===== config.mk =====
export PLATFORM = sky130hd
export DESIGN_NAME = counter_channel_two_watchdog
export DESIGN_NICKNAME = d
export VERILOG_FILES = /design/src/hdl/counter_wd_pkg.sv /design/src/hdl/pin_sync3.sv /design/src/hdl/counter_channel_two_watchdog.sv
export SDC_FILE = /design/constraint.sdc
export NUM_CORES = 1
export LEC_CHECK = 0
export BUFFER_PORTS_ARGS = -buffer_cell sky130_fd_sc_hd__clkbuf_2
export CORE_UTILIZATION = 41
export DETAILED_ROUTE_END_ITERATION = 10
export GPL_TIMING_DRIVEN = 0
export PLACE_DENSITY_LB_ADDON = 0.08
export SYNTH_ARGS = -nofsm -noshare
export SYNTH_HDL_FRONTEND = slang
export SYNTH_HIERARCHICAL = 1
export SYNTH_SLANG_ARGS = --single-unit
export TNS_END_PERCENT = 20

===== constraint.sdc =====
create_clock -name sys_clk -period 4.4 [get_ports sys_clk]
set_input_delay 0.66 -clock sys_clk [delete_from_list [all_inputs] [get_ports sys_clk]]
set_output_delay 0.66 -clock sys_clk [all_outputs]
set_load 0.03 [all_outputs]

===== src/hdl/counter_wd_pkg.sv =====
// Shared constants and types for the counter-array channel two watchdog.
package counter_wd_pkg;

  // Register addresses on the special function register port.
  localparam logic [7:0] CTRL_REG_ADDR   = 8'hD8;
  localparam logic [7:0] MODE_REG_ADDR   = 8'hD9;
  localparam logic [7:0] CH_MODE_ADDR    = 8'hDC;
  localparam logic [7:0] WD_OFFSET_ADDR  = 8'hEB;
  localparam logic [7:0] WD_UPDATE_ADDR  = 8'hEC;
  localparam logic [7:0] CNT_LO_ADDR     = 8'hF9;
  localparam logic [7:0] CNT_HI_ADDR     = 8'hFA;

  // Counter mode register fields.
  localparam int unsigned MD_IDLE_BIT    = 7;
  localparam int unsigned MD_WDEN_BIT    = 6;
  localparam int unsigned MD_CPS_LSB     = 1;
  localparam int unsigned CPS_W          = 3;

  // Counter control register fields.
  localparam int unsigned CT_RUN_BIT     = 6;
  localparam int unsigned CT_FLAG_BIT    = 2;

  // Channel mode register fields.
  localparam int unsigned MB_WIDE        = 7;
  localparam int unsigned MB_CMP         = 6;
  localparam int unsigned MB_RISE        = 5;
  localparam int unsigned MB_FALL        = 4;
  localparam int unsigned MB_MAT         = 3;
  localparam int unsigned MB_TOG         = 2;
  localparam int unsigned MB_PWM         = 1;
  localparam int unsigned MB_IRQ         = 0;

  // Reset values; the watchdog enable bit is set by every reset.
  localparam logic [7:0]  MODE_RST       = 8'h40;
  localparam logic [7:0]  CTRL_RST       = 8'h00;
  localparam logic [7:0]  CH_MODE_RST    = 8'h00;
  localparam logic [7:0]  BYTE_ZERO      = 8'h00;
  localparam logic [15:0] WORD_ZERO      = 16'h0000;
  localparam logic [15:0] WORD_ONE       = 16'h0001;

  // Mode forced onto the channel while the watchdog runs: compare plus match.
  localparam logic [7:0]  CH_MODE_SWTIMER = 8'h48;

  // Channel behaviours decoded from the mode bits.
  typedef enum logic [2:0] {
    FN_OFF, FN_CAPTURE, FN_TIMER, FN_TOGGLE, FN_FREQ, FN_PWM8, FN_WIDE_MODULATION_SELECT
  } ch_func_t;

endpackage


===== src/hdl/pin_sync3.sv =====
// Three-stage pin synchroniser with edge pulses for the capture input.
`timescale 1ns/10ps
`default_nettype none
module pin_sync3 (
  // Clock and reset.
  input  wire logic sys_clk,
  input  wire logic arst_n,
  input  wire logic clk_en,
  // Pin side.
  input  wire logic pin_async,
  // Synchronised side.
  output logic      level,
  output logic      rise,
  output logic      fall
);

  logic [2:0] stage_q;
  logic [2:0] stage_d;
  logic       level_q;
  logic       level_d;

  // Only stages one and two feed the agreement check, so stage zero meets
  // nothing but the next flip-flop.
  always_comb begin
    stage_d = {stage_q[1:0], pin_async};
    level_d = level_q;
    if (stage_q[1] == stage_q[2]) begin
      level_d = stage_q[2];
    end
  end

  always_ff @(posedge sys_clk or negedge arst_n) begin
    if (!arst_n) begin
      stage_q <= 3'h0;
      level_q <= 1'b0;
    end else if (clk_en) begin
      stage_q <= stage_d;
      level_q <= level_d;
    end
  end

  // Edges are one-cycle pulses of the accepted level.
  assign level = level_q;
  assign rise  = clk_en & level_d & ~level_q;
  assign fall  = clk_en & ~level_d & level_q;

endmodule
`default_nettype wire


===== src/hdl/counter_channel_two_watchdog.sv =====
// Channel two of the counter array with its watchdog mode and register locks.
//
// Contract
// - Watchdog enable bit set makes channel two act as the watchdog.
// - Watchdog compares channel high byte to counter high; low byte holds offset.
// - Every reset turns the watchdog on.
// - Watchdog on keeps the counter running whatever the run bit says.
// - Watchdog on ignores writes to counter low and high bytes.
// - Watchdog on freezes the counter clock source select field.
// - Watchdog on freezes the idle-stop control bit.
// - Watchdog on forces channel two into software timer behaviour.
// - Watchdog on discards writes to the channel mode register.
// - Run bit writes do not change counter state while watchdog is on.
// - Run bit reads zero unless software itself set it.
// - Watchdog on, update high byte equal to counter high byte raises system reset.
// - Watchdog on makes an update write load counter high byte plus offset.
// - Offset counts low-byte overflows; first may take up to 256 clocks.
// - Mode bit 7 picks 8-bit or 16-bit modulation.
// - Mode bit 6 enables the comparator.
// - Mode bit 5 captures rising edges, bit 4 falling edges.
// - Mode bit 3 makes a compare match set the channel flag.
// - Mode bit 2 toggles the pin on match; with bit 1, frequency output.
// - Mode bit 1 drives modulated output sized by the width bit.
// - Mode bit 0 lets the channel flag raise an interrupt request.
`timescale 1ns/10ps
`default_nettype none
module counter_channel_two_watchdog
  import counter_wd_pkg::*;
#(
  parameter int unsigned TICK_SRCS = 8
) (
  // Clock, reset and clock enable.
  input  wire logic                 sys_clk,
  input  wire logic                 arst_n,
  input  wire logic                 clk_en,
  // Special function register port.
  input  wire logic [7:0]           sfr_addr,
  input  wire logic                 sfr_wr,
  input  wire logic                 sfr_rd,
  input  wire logic [7:0]           sfr_wdata,
  output logic      [7:0]           sfr_rdata,
  // Counter clock sources and idle indication, same clock domain.
  input  wire logic [TICK_SRCS-1:0] count_tick,
  input  wire logic                 cpu_idle,
  // Channel pins and requests.
  input  wire logic                 capture_pin,
  output logic                      channel_output_pin,
  output logic                      channel_irq,
  output logic                      wd_reset_req
);

  // Sorts the mode bits into one channel behaviour.
  function automatic ch_func_t decode_mode(input logic [7:0] m);
    ch_func_t f;
    f = FN_OFF;
    if (m[MB_RISE] || m[MB_FALL]) begin
      f = FN_CAPTURE;
    end else if (m[MB_CMP] && m[MB_TOG] && m[MB_PWM]) begin
      f = FN_FREQ;
    end else if (m[MB_CMP] && m[MB_PWM]) begin
      f = m[MB_WIDE] ? FN_WIDE_MODULATION_SELECT : FN_PWM8;
    end else if (m[MB_CMP] && m[MB_TOG]) begin
      f = FN_TOGGLE;
    end else if (m[MB_CMP]) begin
      f = FN_TIMER;
    end
    return f;
  endfunction

  logic [7:0]  mode_q, mode_d;
  logic        run_q, run_d;
  logic        flag_q, flag_d;
  logic [7:0]  ch_mode_q, ch_mode_d;
  logic [15:0] cnt_q, cnt_d;
  logic [15:0] cmp_q, cmp_d;
  logic        pin_q, pin_d;
  logic        irq_q, irq_d;
  logic        wdrst_q, wdrst_d;
  logic [7:0]  rdata_q, rdata_d;

  logic        cap_level;
  logic        cap_rise;
  logic        cap_fall;
  logic        wd_en;
  logic        tick;
  logic [7:0]  eff_mode;
  ch_func_t    func;
  logic        match;
  logic        lo_match;

  pin_sync3 u_cap_sync (
    .sys_clk   (sys_clk),
    .arst_n    (arst_n),
    .clk_en    (clk_en),
    .pin_async (capture_pin),
    .level     (cap_level),
    .rise      (cap_rise),
    .fall      (cap_fall)
  );

  // Watchdog mode and the channel behaviour it forces.
  assign wd_en    = mode_q[MD_WDEN_BIT];
  assign eff_mode = wd_en ? (CH_MODE_SWTIMER | (ch_mode_q & 8'h01))
                          : ch_mode_q;
  assign func     = decode_mode(eff_mode);

  // Counter advances on the selected source; the watchdog overrides the run bit.
  assign tick = count_tick[mode_q[MD_CPS_LSB +: CPS_W]]
              & (run_q | wd_en)
              & ~(mode_q[MD_IDLE_BIT] & cpu_idle);

  // Compare events are taken on the count just reached.
  assign match    = tick & eff_mode[MB_CMP] & ((cnt_q + WORD_ONE) == cmp_q);
  assign lo_match = tick & eff_mode[MB_CMP] & ((cnt_q[7:0] + 8'h01) == cmp_q[7:0]);

  // Next state of counter, channel and control registers.
  always_comb begin
    mode_d    = mode_q;
    run_d     = run_q;
    flag_d    = flag_q;
    ch_mode_d = ch_mode_q;
    cnt_d     = cnt_q;
    cmp_d     = cmp_q;
    pin_d     = pin_q;
    if (tick) begin
      cnt_d = cnt_q + WORD_ONE;
    end

    // Register writes, with the watchdog locks applied.
    if (sfr_wr) begin
      unique case (sfr_addr)
        MODE_REG_ADDR: begin
          mode_d[MD_WDEN_BIT] = sfr_wdata[MD_WDEN_BIT];
          if (!wd_en) begin
            mode_d[MD_IDLE_BIT] = sfr_wdata[MD_IDLE_BIT];
            mode_d[MD_CPS_LSB +: CPS_W] = sfr_wdata[MD_CPS_LSB +: CPS_W];
          end
        end
        CTRL_REG_ADDR: begin
          // The stored bit changes; under the watchdog the counter stays forced on.
          run_d = sfr_wdata[CT_RUN_BIT];
          if (!sfr_wdata[CT_FLAG_BIT]) begin
            flag_d = 1'b0;
          end
        end
        CH_MODE_ADDR: begin
          if (!wd_en) begin
            ch_mode_d = sfr_wdata;
          end
        end
        CNT_LO_ADDR: begin
          if (!wd_en) begin
            cnt_d[7:0] = sfr_wdata;
          end
        end
        CNT_HI_ADDR: begin
          if (!wd_en) begin
            cnt_d[15:8] = sfr_wdata;
          end
        end
        WD_OFFSET_ADDR: begin
          cmp_d[7:0] = sfr_wdata;
        end
        WD_UPDATE_ADDR: begin
          // The offset is in high-byte steps, so the first overflow may come
          // up to a full low-byte period after the write.
          if (wd_en) begin
            cmp_d[15:8] = cnt_q[15:8] + cmp_q[7:0];
          end else begin
            cmp_d[15:8] = sfr_wdata;
          end
        end
        default: begin
        end
      endcase
    end

    // Channel behaviour; the watchdog forces the timer branch, whose match then sets no flag and moves no pin.
    unique case (func)
      FN_CAPTURE: begin
        if ((cap_rise && eff_mode[MB_RISE]) || (cap_fall && eff_mode[MB_FALL])) begin
          cmp_d  = cnt_q;
          flag_d = 1'b1;
        end
      end
      FN_TIMER, FN_TOGGLE: begin
        if (match && !wd_en) begin
          if (eff_mode[MB_MAT]) begin
            flag_d = 1'b1;
          end
          if (eff_mode[MB_TOG]) begin
            pin_d = ~pin_q;
          end
        end
      end
      FN_FREQ: begin
        // Each low-byte match toggles and advances the next edge by the step.
        if (lo_match) begin
          pin_d      = ~pin_q;
          cmp_d[7:0] = cmp_q[7:0] + cmp_q[15:8];
        end
      end
      FN_PWM8: begin
        if (tick) begin
          pin_d = (cnt_d[7:0] >= cmp_q[7:0]);
        end
      end
      FN_WIDE_MODULATION_SELECT: begin
        if (tick) begin
          pin_d = (cnt_d >= cmp_q);
        end
      end
      FN_OFF: begin
      end
    endcase
  end

  // Watchdog fires whenever the update byte meets the counter high byte.
  always_comb begin
    wdrst_d = wd_en & (cmp_q[15:8] == cnt_q[15:8]);
    irq_d   = flag_d & eff_mode[MB_IRQ];
  end

  // Read data; the run bit shows only what software wrote.
  always_comb begin
    rdata_d = rdata_q;
    if (sfr_rd) begin
      unique case (sfr_addr)
        MODE_REG_ADDR:  rdata_d = mode_q;
        CTRL_REG_ADDR:  rdata_d = ({7'h00, run_q} << CT_RUN_BIT)
                                | ({7'h00, flag_q} << CT_FLAG_BIT);
        CH_MODE_ADDR:   rdata_d = ch_mode_q;
        CNT_LO_ADDR:    rdata_d = cnt_q[7:0];
        CNT_HI_ADDR:    rdata_d = cnt_q[15:8];
        WD_OFFSET_ADDR: rdata_d = cmp_q[7:0];
        WD_UPDATE_ADDR: rdata_d = cmp_q[15:8];
        default:        rdata_d = BYTE_ZERO;
      endcase
    end
  end

  // State registers; the mode reset value turns the watchdog on.
  always_ff @(posedge sys_clk or negedge arst_n) begin
    if (!arst_n) begin
      mode_q    <= MODE_RST;
      run_q     <= CTRL_RST[CT_RUN_BIT];
      flag_q    <= CTRL_RST[CT_FLAG_BIT];
      ch_mode_q <= CH_MODE_RST;
      cnt_q     <= WORD_ZERO;
      cmp_q     <= WORD_ZERO;
      pin_q     <= 1'b0;
      irq_q     <= 1'b0;
      wdrst_q   <= 1'b0;
      rdata_q   <= BYTE_ZERO;
    end else if (clk_en) begin
      mode_q    <= mode_d;
      run_q     <= run_d;
      flag_q    <= flag_d;
      ch_mode_q <= ch_mode_d;
      cnt_q     <= cnt_d;
      cmp_q     <= cmp_d;
      pin_q     <= pin_d;
      irq_q     <= irq_d;
      wdrst_q   <= wdrst_d;
      rdata_q   <= rdata_d;
    end
  end

  assign sfr_rdata          = rdata_q;
  assign channel_output_pin = pin_q;
  assign channel_irq        = irq_q;
  assign wd_reset_req       = wdrst_q;
endmodule
`default_nettype wire


==> results of run 1 <==
-- through the flow --
stage                     area (µm²)  hold slack, ps  power, mW  utilization  worst slack, ps
after CTS                       6040           478.5      2.679       0.4786            53.35
after global placement          5715           459.5      1.871       0.4529           -641.6
after floorplan                 5295           364.4      1.558            -            702.5
after global routing            6052           498.6      2.852       0.4796            45.80
final                           6052           474.4      2.685       0.4796            295.6
after detailed placement        5718           465.9      1.894       0.4531           -714.5
-- sequential cells by signal, indices dropped and copies added, names as in the netlist, 3 cells and up --
name and count:
cmp_q 16, u_cap_sync/stage_q 3, mode_q 5, cnt_q 16, ch_mode_q 8, sfr_rdata 8
-- logic make-up (layout without fill, tap and decap cells) --
group,count (synthesis),after routing,share of synthesized area
compound gates,182,182,0.2280
xor+xnor,45,45,0.07443
fa+ha+maj,33,33,0.08081
buf+inv,66,123,0.05576
flops,62,62,0.2932
mux,41,41,0.09003
simple gates,183,183,0.1777
-- cells in the mapped netlist, drive strengths merged (5+ instances only) --
| library cell | count |
|---|---|
| a21o | 14 |
| a21oi | 57 |
| a222oi | 5 |
| a22o | 9 |
| a22oi | 10 |
| a31oi | 9 |
| and3 | 9 |
| buf | 14 |
| clkbuf | 21 |
| dfrtp | 61 |
| ha | 31 |
| inv | 31 |
| mux2 | 33 |
| mux2i | 6 |
| nand2 | 42 |
| nand2b | 6 |
| nand3 | 17 |
| nand3b | 5 |
| nand4 | 8 |
| nor2 | 52 |
| nor2b | 5 |
| nor3 | 11 |
| o211ai | 6 |
| o21a | 5 |
| o21ai | 31 |
| o22ai | 7 |
| or3 | 5 |
| xnor2 | 30 |
| xor2 | 15 |
-- power breakdown --
| group | total, mW | switching [mW] | leakage, nW | internal, mW |
|---|---|---|---|---|
| clock | 0.774 | 0.264 | 0.157 | 0.509 |
| combinational | 1.11 | 0.640 | 1.69 | 0.470 |
| sequential | 0.802 | 0.141 | 0.816 | 0.661 |
| total | 2.69 | 1.05 | 2.66 | 1.64 |
-- timing repair --
| item | in CTS | in global routing |
|---|---|---|
| pin swaps | 0 | 0 |
| endpoints found under the setup margin | 1 | 1 |
| gates resized for setup | 1 | 4 |
| setup buffers | 0 | 0 |
| cloned | 0 | 0 |
| hold buffers | 0 | 0 |
-- worst paths after layout --
| check | start | slack (ps) | to | cells after the start |
|---|---|---|---|---|
| min in group asynchronous | arst_n | 480 | cnt_q[2] | 1 |
| max in group asynchronous | arst_n | 3330 | run_q | 1 |
| max | sfr_addr[6] | 300 | channel_output_pin | 15 |
| min | sfr_rdata[4] | 470 | sfr_rdata[4] | 1 |
| max reg2reg | mode_q[1] | 400 | channel_output_pin | 15 |
| min reg2reg | sfr_rdata[4] | 470 | sfr_rdata[4] | 1 |
-- routing by layer --
metal  share of wire  vias up  routed length, µm  track usage
met2            0.45      213               8425       0.4623
met1            0.43     2488               8170       0.3962
li1                -     2363                  -            -
met3           0.067       63               1251      0.05439
met4           0.051        0                964       0.1812
met5               0        -                  0            0
-- final cells by class --
type	count	area (µm²)
fill	1251	6568
clock inverter	4	70.07
clock buffer	12	246.5
multi-input combinational	484	3463
tap	172	215.2
buffer	35	180.2
inverter	31	116.4
timing repair buffer	41	207.7
sequential	62	1553
==> metrics.txt, run 1 <==
outcome=completed; Syn Area/Cell=just under 9 µm²; routed vias=5127; CTS Buffer Depth=2; clk sinks=62; Ant. Diodes=0; Synth area leader=dfrtp_1; root buf cell=clkbuf_16; Post-synth EDFFs=0; CTS tree=yes; Cells after Synth=a little over 600; fin. max-slew vios=0; post-synthesis register bit count=62; FFs w/ async S/R, synth=1.000; remaining global-route overflow=0; DP Cell Count=just over 800; PwrDens=around 440 nW/µm²; CP startpoint kind=input pin; IO Count=42; Die H=~120 µm; worst path bufs/invs=2; H-Tree Depth=3; Die ar.=13370 µm²; Iter 0 DRT Violations=approximately 520; hpwl dp=around 14000 µm; CP top delay family=simple AND/OR/NAND/NOR gates; Critical Path, Cell by Cell=clkbuf_2 -> nand4_1 -> nor3_4 -> and2_0 -> clkbuf_2 -> mux2i_1 -> ha_1 -> nand2b_1 -> a21o_1 -> a21oi_1 -> o21ai_0 -> a21o_1 -> a21oi_1 -> o21ai_0 -> mux2_2; Hold Path Class=reg -> reg; register area share after synthesis=0.2932; Antenna Nets Post-Route=0; worst stage delay on the critical path=approximately 470 ps; Critical Path Fanout Max=10; vias in the first global route=approximately 5000; wire per inst=between 20 and 25 µm; crit end category=flop; most frequent cells in the layout=dfrtp_1, a21oi_1, nor2_1, nand2_1, clkbuf_2; IO buf count=between 40 and 50; antenna violations before repair=0; synthesized cell area=approximately 5300 µm²; commonest non-fill, non-tap cell in the layout=dfrtp_1; gr usage total=0.3014; Detailed Route WL=between 15000 and 20000 µm; first-pass GRT wire length=a little under 30000 µm; # rows=between 40 and 50; Clock Pin Slew Worst Setup and Hold Paths=roughly 50 ps; Synth Warn #=6; worst skew pair latency=~340 ps; P&R area growth vs syn=14.30%; Die Wd=around 120 µm; slowest CP cell=nor3_4; final hold violation count=0; largest net degree at the start of global routing=63; clk_skew=around 6.5 ps; crit path DAT=between 4000 and 5000 ps; Synth top area share=0.2883; CORE AREA=around 13000 µm²; Finish-stage setup viols=0; starting density of the core=0.4196; leakage=about 2.7 nW; total of max-cap violations=0; Fin Setup TNS=0 ps; worst path required time=4630 ps; GPL Wtd Cong=~0.94; Synthesized Nets=between 600 and 700; kind of critical path=in -> reg; post-synth cell types=about 70; Pre-antenna DRT Iters=7; Num CTS Buffers=9; final net count=between 700 and 800; Worst slew margin=0.2433; Max VDD drop=about 0.26 mV; fin crit share=0.9328; drc violations=0; Peak Freq=~240 MHz; layout cell share with drive strength beyond 1=0.1794; final cell count without fillers=841; worst-margin pin slew=1126 ps; Synth area leaders=dfrtp_1, ha_1, mux2_2; Main synth FF type=dfrtp_1; Vias/cell=roughly 6; clock period minus worst slack=4104 ps; unrepaired setup endpoints after global routing=false
Power figures use the tool's default switching activity.
==> inputs of run 2 (changes only) <==
--- a/config.mk
+++ b/config.mk
@@ -14,3 +14,2 @@
 export SYNTH_HDL_FRONTEND = slang
-export SYNTH_HIERARCHICAL = 1
 export SYNTH_SLANG_ARGS = --single-unit
==> constraint.sdc (replaced) <==
create_clock -name sys_clk -period 4.4 [get_ports sys_clk]
set_input_delay 0.44 -clock sys_clk [delete_from_list [all_inputs] [get_ports sys_clk]]
set_output_delay 0.44 -clock sys_clk [all_outputs]
set_load 0.03 [all_outputs]
==> metrics.txt, run 2 <==
outcome=completed; # rows=40; wire per inst=about 22 µm; wire length on met1=around 7700 µm; # fillers=between 1000 and 1500; starting density of the core=0.4231; CP top delay family=simple AND/OR/NAND/NOR gates; layout cell share with drive strength beyond 1=0.1868; most frequent cells in the layout=dfrtp_1, nand2_1, nor2_1, clkbuf_2; Critical Path, Cell by Cell=clkbuf_2 -> nor3b_1 -> nand2_1 -> nor2_1 -> and2_0 -> buf_2 -> mux2i_1 -> ha_1 -> nand2b_1 -> a211oi_1 -> o31ai_1 -> nor4_1 -> a21oi_1 -> o211ai_1 -> o211ai_1 -> mux2_1; Fin Setup TNS=0 ps; worst path required time=between 4000 and 5000 ps; Num CTS Buffers=9; FF-to-FF Start=mode_q[1]; wire length on met2=about 7900 µm; Storage cell area=~1600 µm²; Vias/cell=around 5.8; Post-synth top cells=dfrtp_1, nand2_1, nor2_1; vias in the first global route=4570; H-Tree Depth=3; Main synth FF type=dfrtp_1; unrepaired setup endpoints after global routing=false; Die ar.=between 10000 and 15000 µm²; post-route cell area=5862 µm²; commonest non-fill, non-tap cell in the layout=dfrtp_1; clk sinks=62; post-CTS resize count=0; post-synthesis register bit count=62; largest net degree at the start of global routing=40; antenna violations before repair=0; routed vias=between 4000 and 5000; Peak Freq=251.2 MHz; Synth top area share=0.2979; Final WS setup=419.3 ps; Critical Path Fanout Max=10; crit end category=flop; crit path DAT=around 4200 ps; total of max-cap violations=0; Cells after Synth=579; remaining global-route overflow=0; Ant. Diodes=0; Post-synth EDFFs=0; Detailed Route WL=around 18000 µm; CTS tree=yes; worst skew pair latency=350 ps; worst-margin pin slew=864.4 ps; clock period minus worst slack=between 3000 and 4000 ps; Pre-antenna DRT Iters=8; Iter 0 DRT Violations=~480; slowest CP cell=nor2_1; Multi-input gate area=3284 µm²; kind of critical path=in -> reg; Synthesized Nets=643; final net count=696; Finish-stage setup viols=0; Synth Warn #=0; root buf cell=clkbuf_16; fin. max-slew vios=0; Antenna Nets Post-Route=0; drc violations=0; clk_skew=approximately 6.3 ps; Synth area leader=dfrtp_1; post-place setup slack=roughly 160 ps; hpwl dp=roughly 13000 µm; # Post-CTS Setup Buffers=0; Syn Area/Cell=about 8.9 µm²; GPL Wtd Cong=~0.96; DP Cell Count=789; Hold Path Class=in -> async; leakage=approximately 2.5 nW; most frequent CP cell=o211ai_1; FFs w/ async S/R, synth=1.000; Worst slew margin=0.4238; Placed Area=about 5600 µm²; top flop regs=cmp_q: 16 flops, cnt_q: 16 flops; CP startpoint kind=input pin; worst hold margin=32.93 ps; IO buf count=41; fin crit share=0.9047; final cell count without fillers=between 800 and 900; Die Wd=113.8 µm; register area share after synthesis=0.3030; Pwr Total=around 2.3 mW; post-synth cell types=67; R2R Setup Slk=540 ps; fin util=0.4840; gr usage total=0.2899; Clock Pin Slew Worst Setup and Hold Paths=60 ps; CTS Buffer Depth=2; worst stage delay on the critical path=a little over 500 ps; Worst R2R Path Depth=15; CORE AREA=12110 µm²; DR top layer=met4; WL met3=between 1500 and 2000 µm; most frequent cell after synthesis=dfrtp_1; Max VDD drop=approximately 0.16 mV; CTS Hold Buffers Added=0; first-pass GRT wire length=between 20000 and 30000 µm; IO Count=42; PwrDens=between 300 and 400 nW/µm²; Die H=113.8 µm; final hold violation count=0; worst path bufs/invs=2; P&R area growth vs syn=14.38%; Worst R2R End=channel_output_pin; synthesized cell area=a little over 5000 µm²; Synth area leaders=dfrtp_1, ha_1, mux2_2
==> run 2: cell families after synthesis <==
logic type,synth area share
AND/OR/NAND/NOR,0.1775
AO/OA/AOI/OAI,0.2039
flip-flops,0.3030
buffers and inverters,0.05615
XOR/XNOR,0.08374
multiplexers,0.09228
adder cells (fa/ha/maj),0.08350
==> run 2: how the worst max path moves through the flow <==
stage,from,end,slack [ps],cells past startpoint
2_1_floorplan,sfr_addr[1],channel_output_pin,1090,15
6_report,sfr_addr[1],channel_output_pin,420,16
5_1_grt,sfr_addr[1],channel_output_pin,130,16
4_1_cts,sfr_addr[1],channel_output_pin,490,16
3_3_place_gp,sfr_addr[1],channel_output_pin,180,16
3_5_place_dp,sfr_addr[1],channel_output_pin,160,16
==> run 2: report_power, final <==
| group | leakage [nW] | switching, mW | total (mW) | internal (mW) |
|---|---|---|---|---|
| registers | 0.830 | 0.0729 | 0.708 | 0.635 |
| logic | 1.57 | 0.485 | 0.824 | 0.340 |
| clock network | 0.146 | 0.285 | 0.725 | 0.440 |
| total | 2.54 | 0.842 | 2.26 | 1.41 |
==> run 2: layout make-up <==
class / instances / share of cell area
buffer: 32 / 0.03052
clock buffer: 9 / 0.03842
clock inverter: 7 / 0.01259
inverter: 29 / 0.01857
multi-input combinational: 456 / 0.5603
sequential: 62 / 0.2649
tap: 168 / 0.03586
timing repair buffer: 42 / 0.03885
==> run 2: metal layers <==
metal	GRT usage	vias up
met3	0.06376	26
met2	0.4533	176
met1	0.3995	2268
li1	-	2218
met4	0.09177	0
met5	0	-
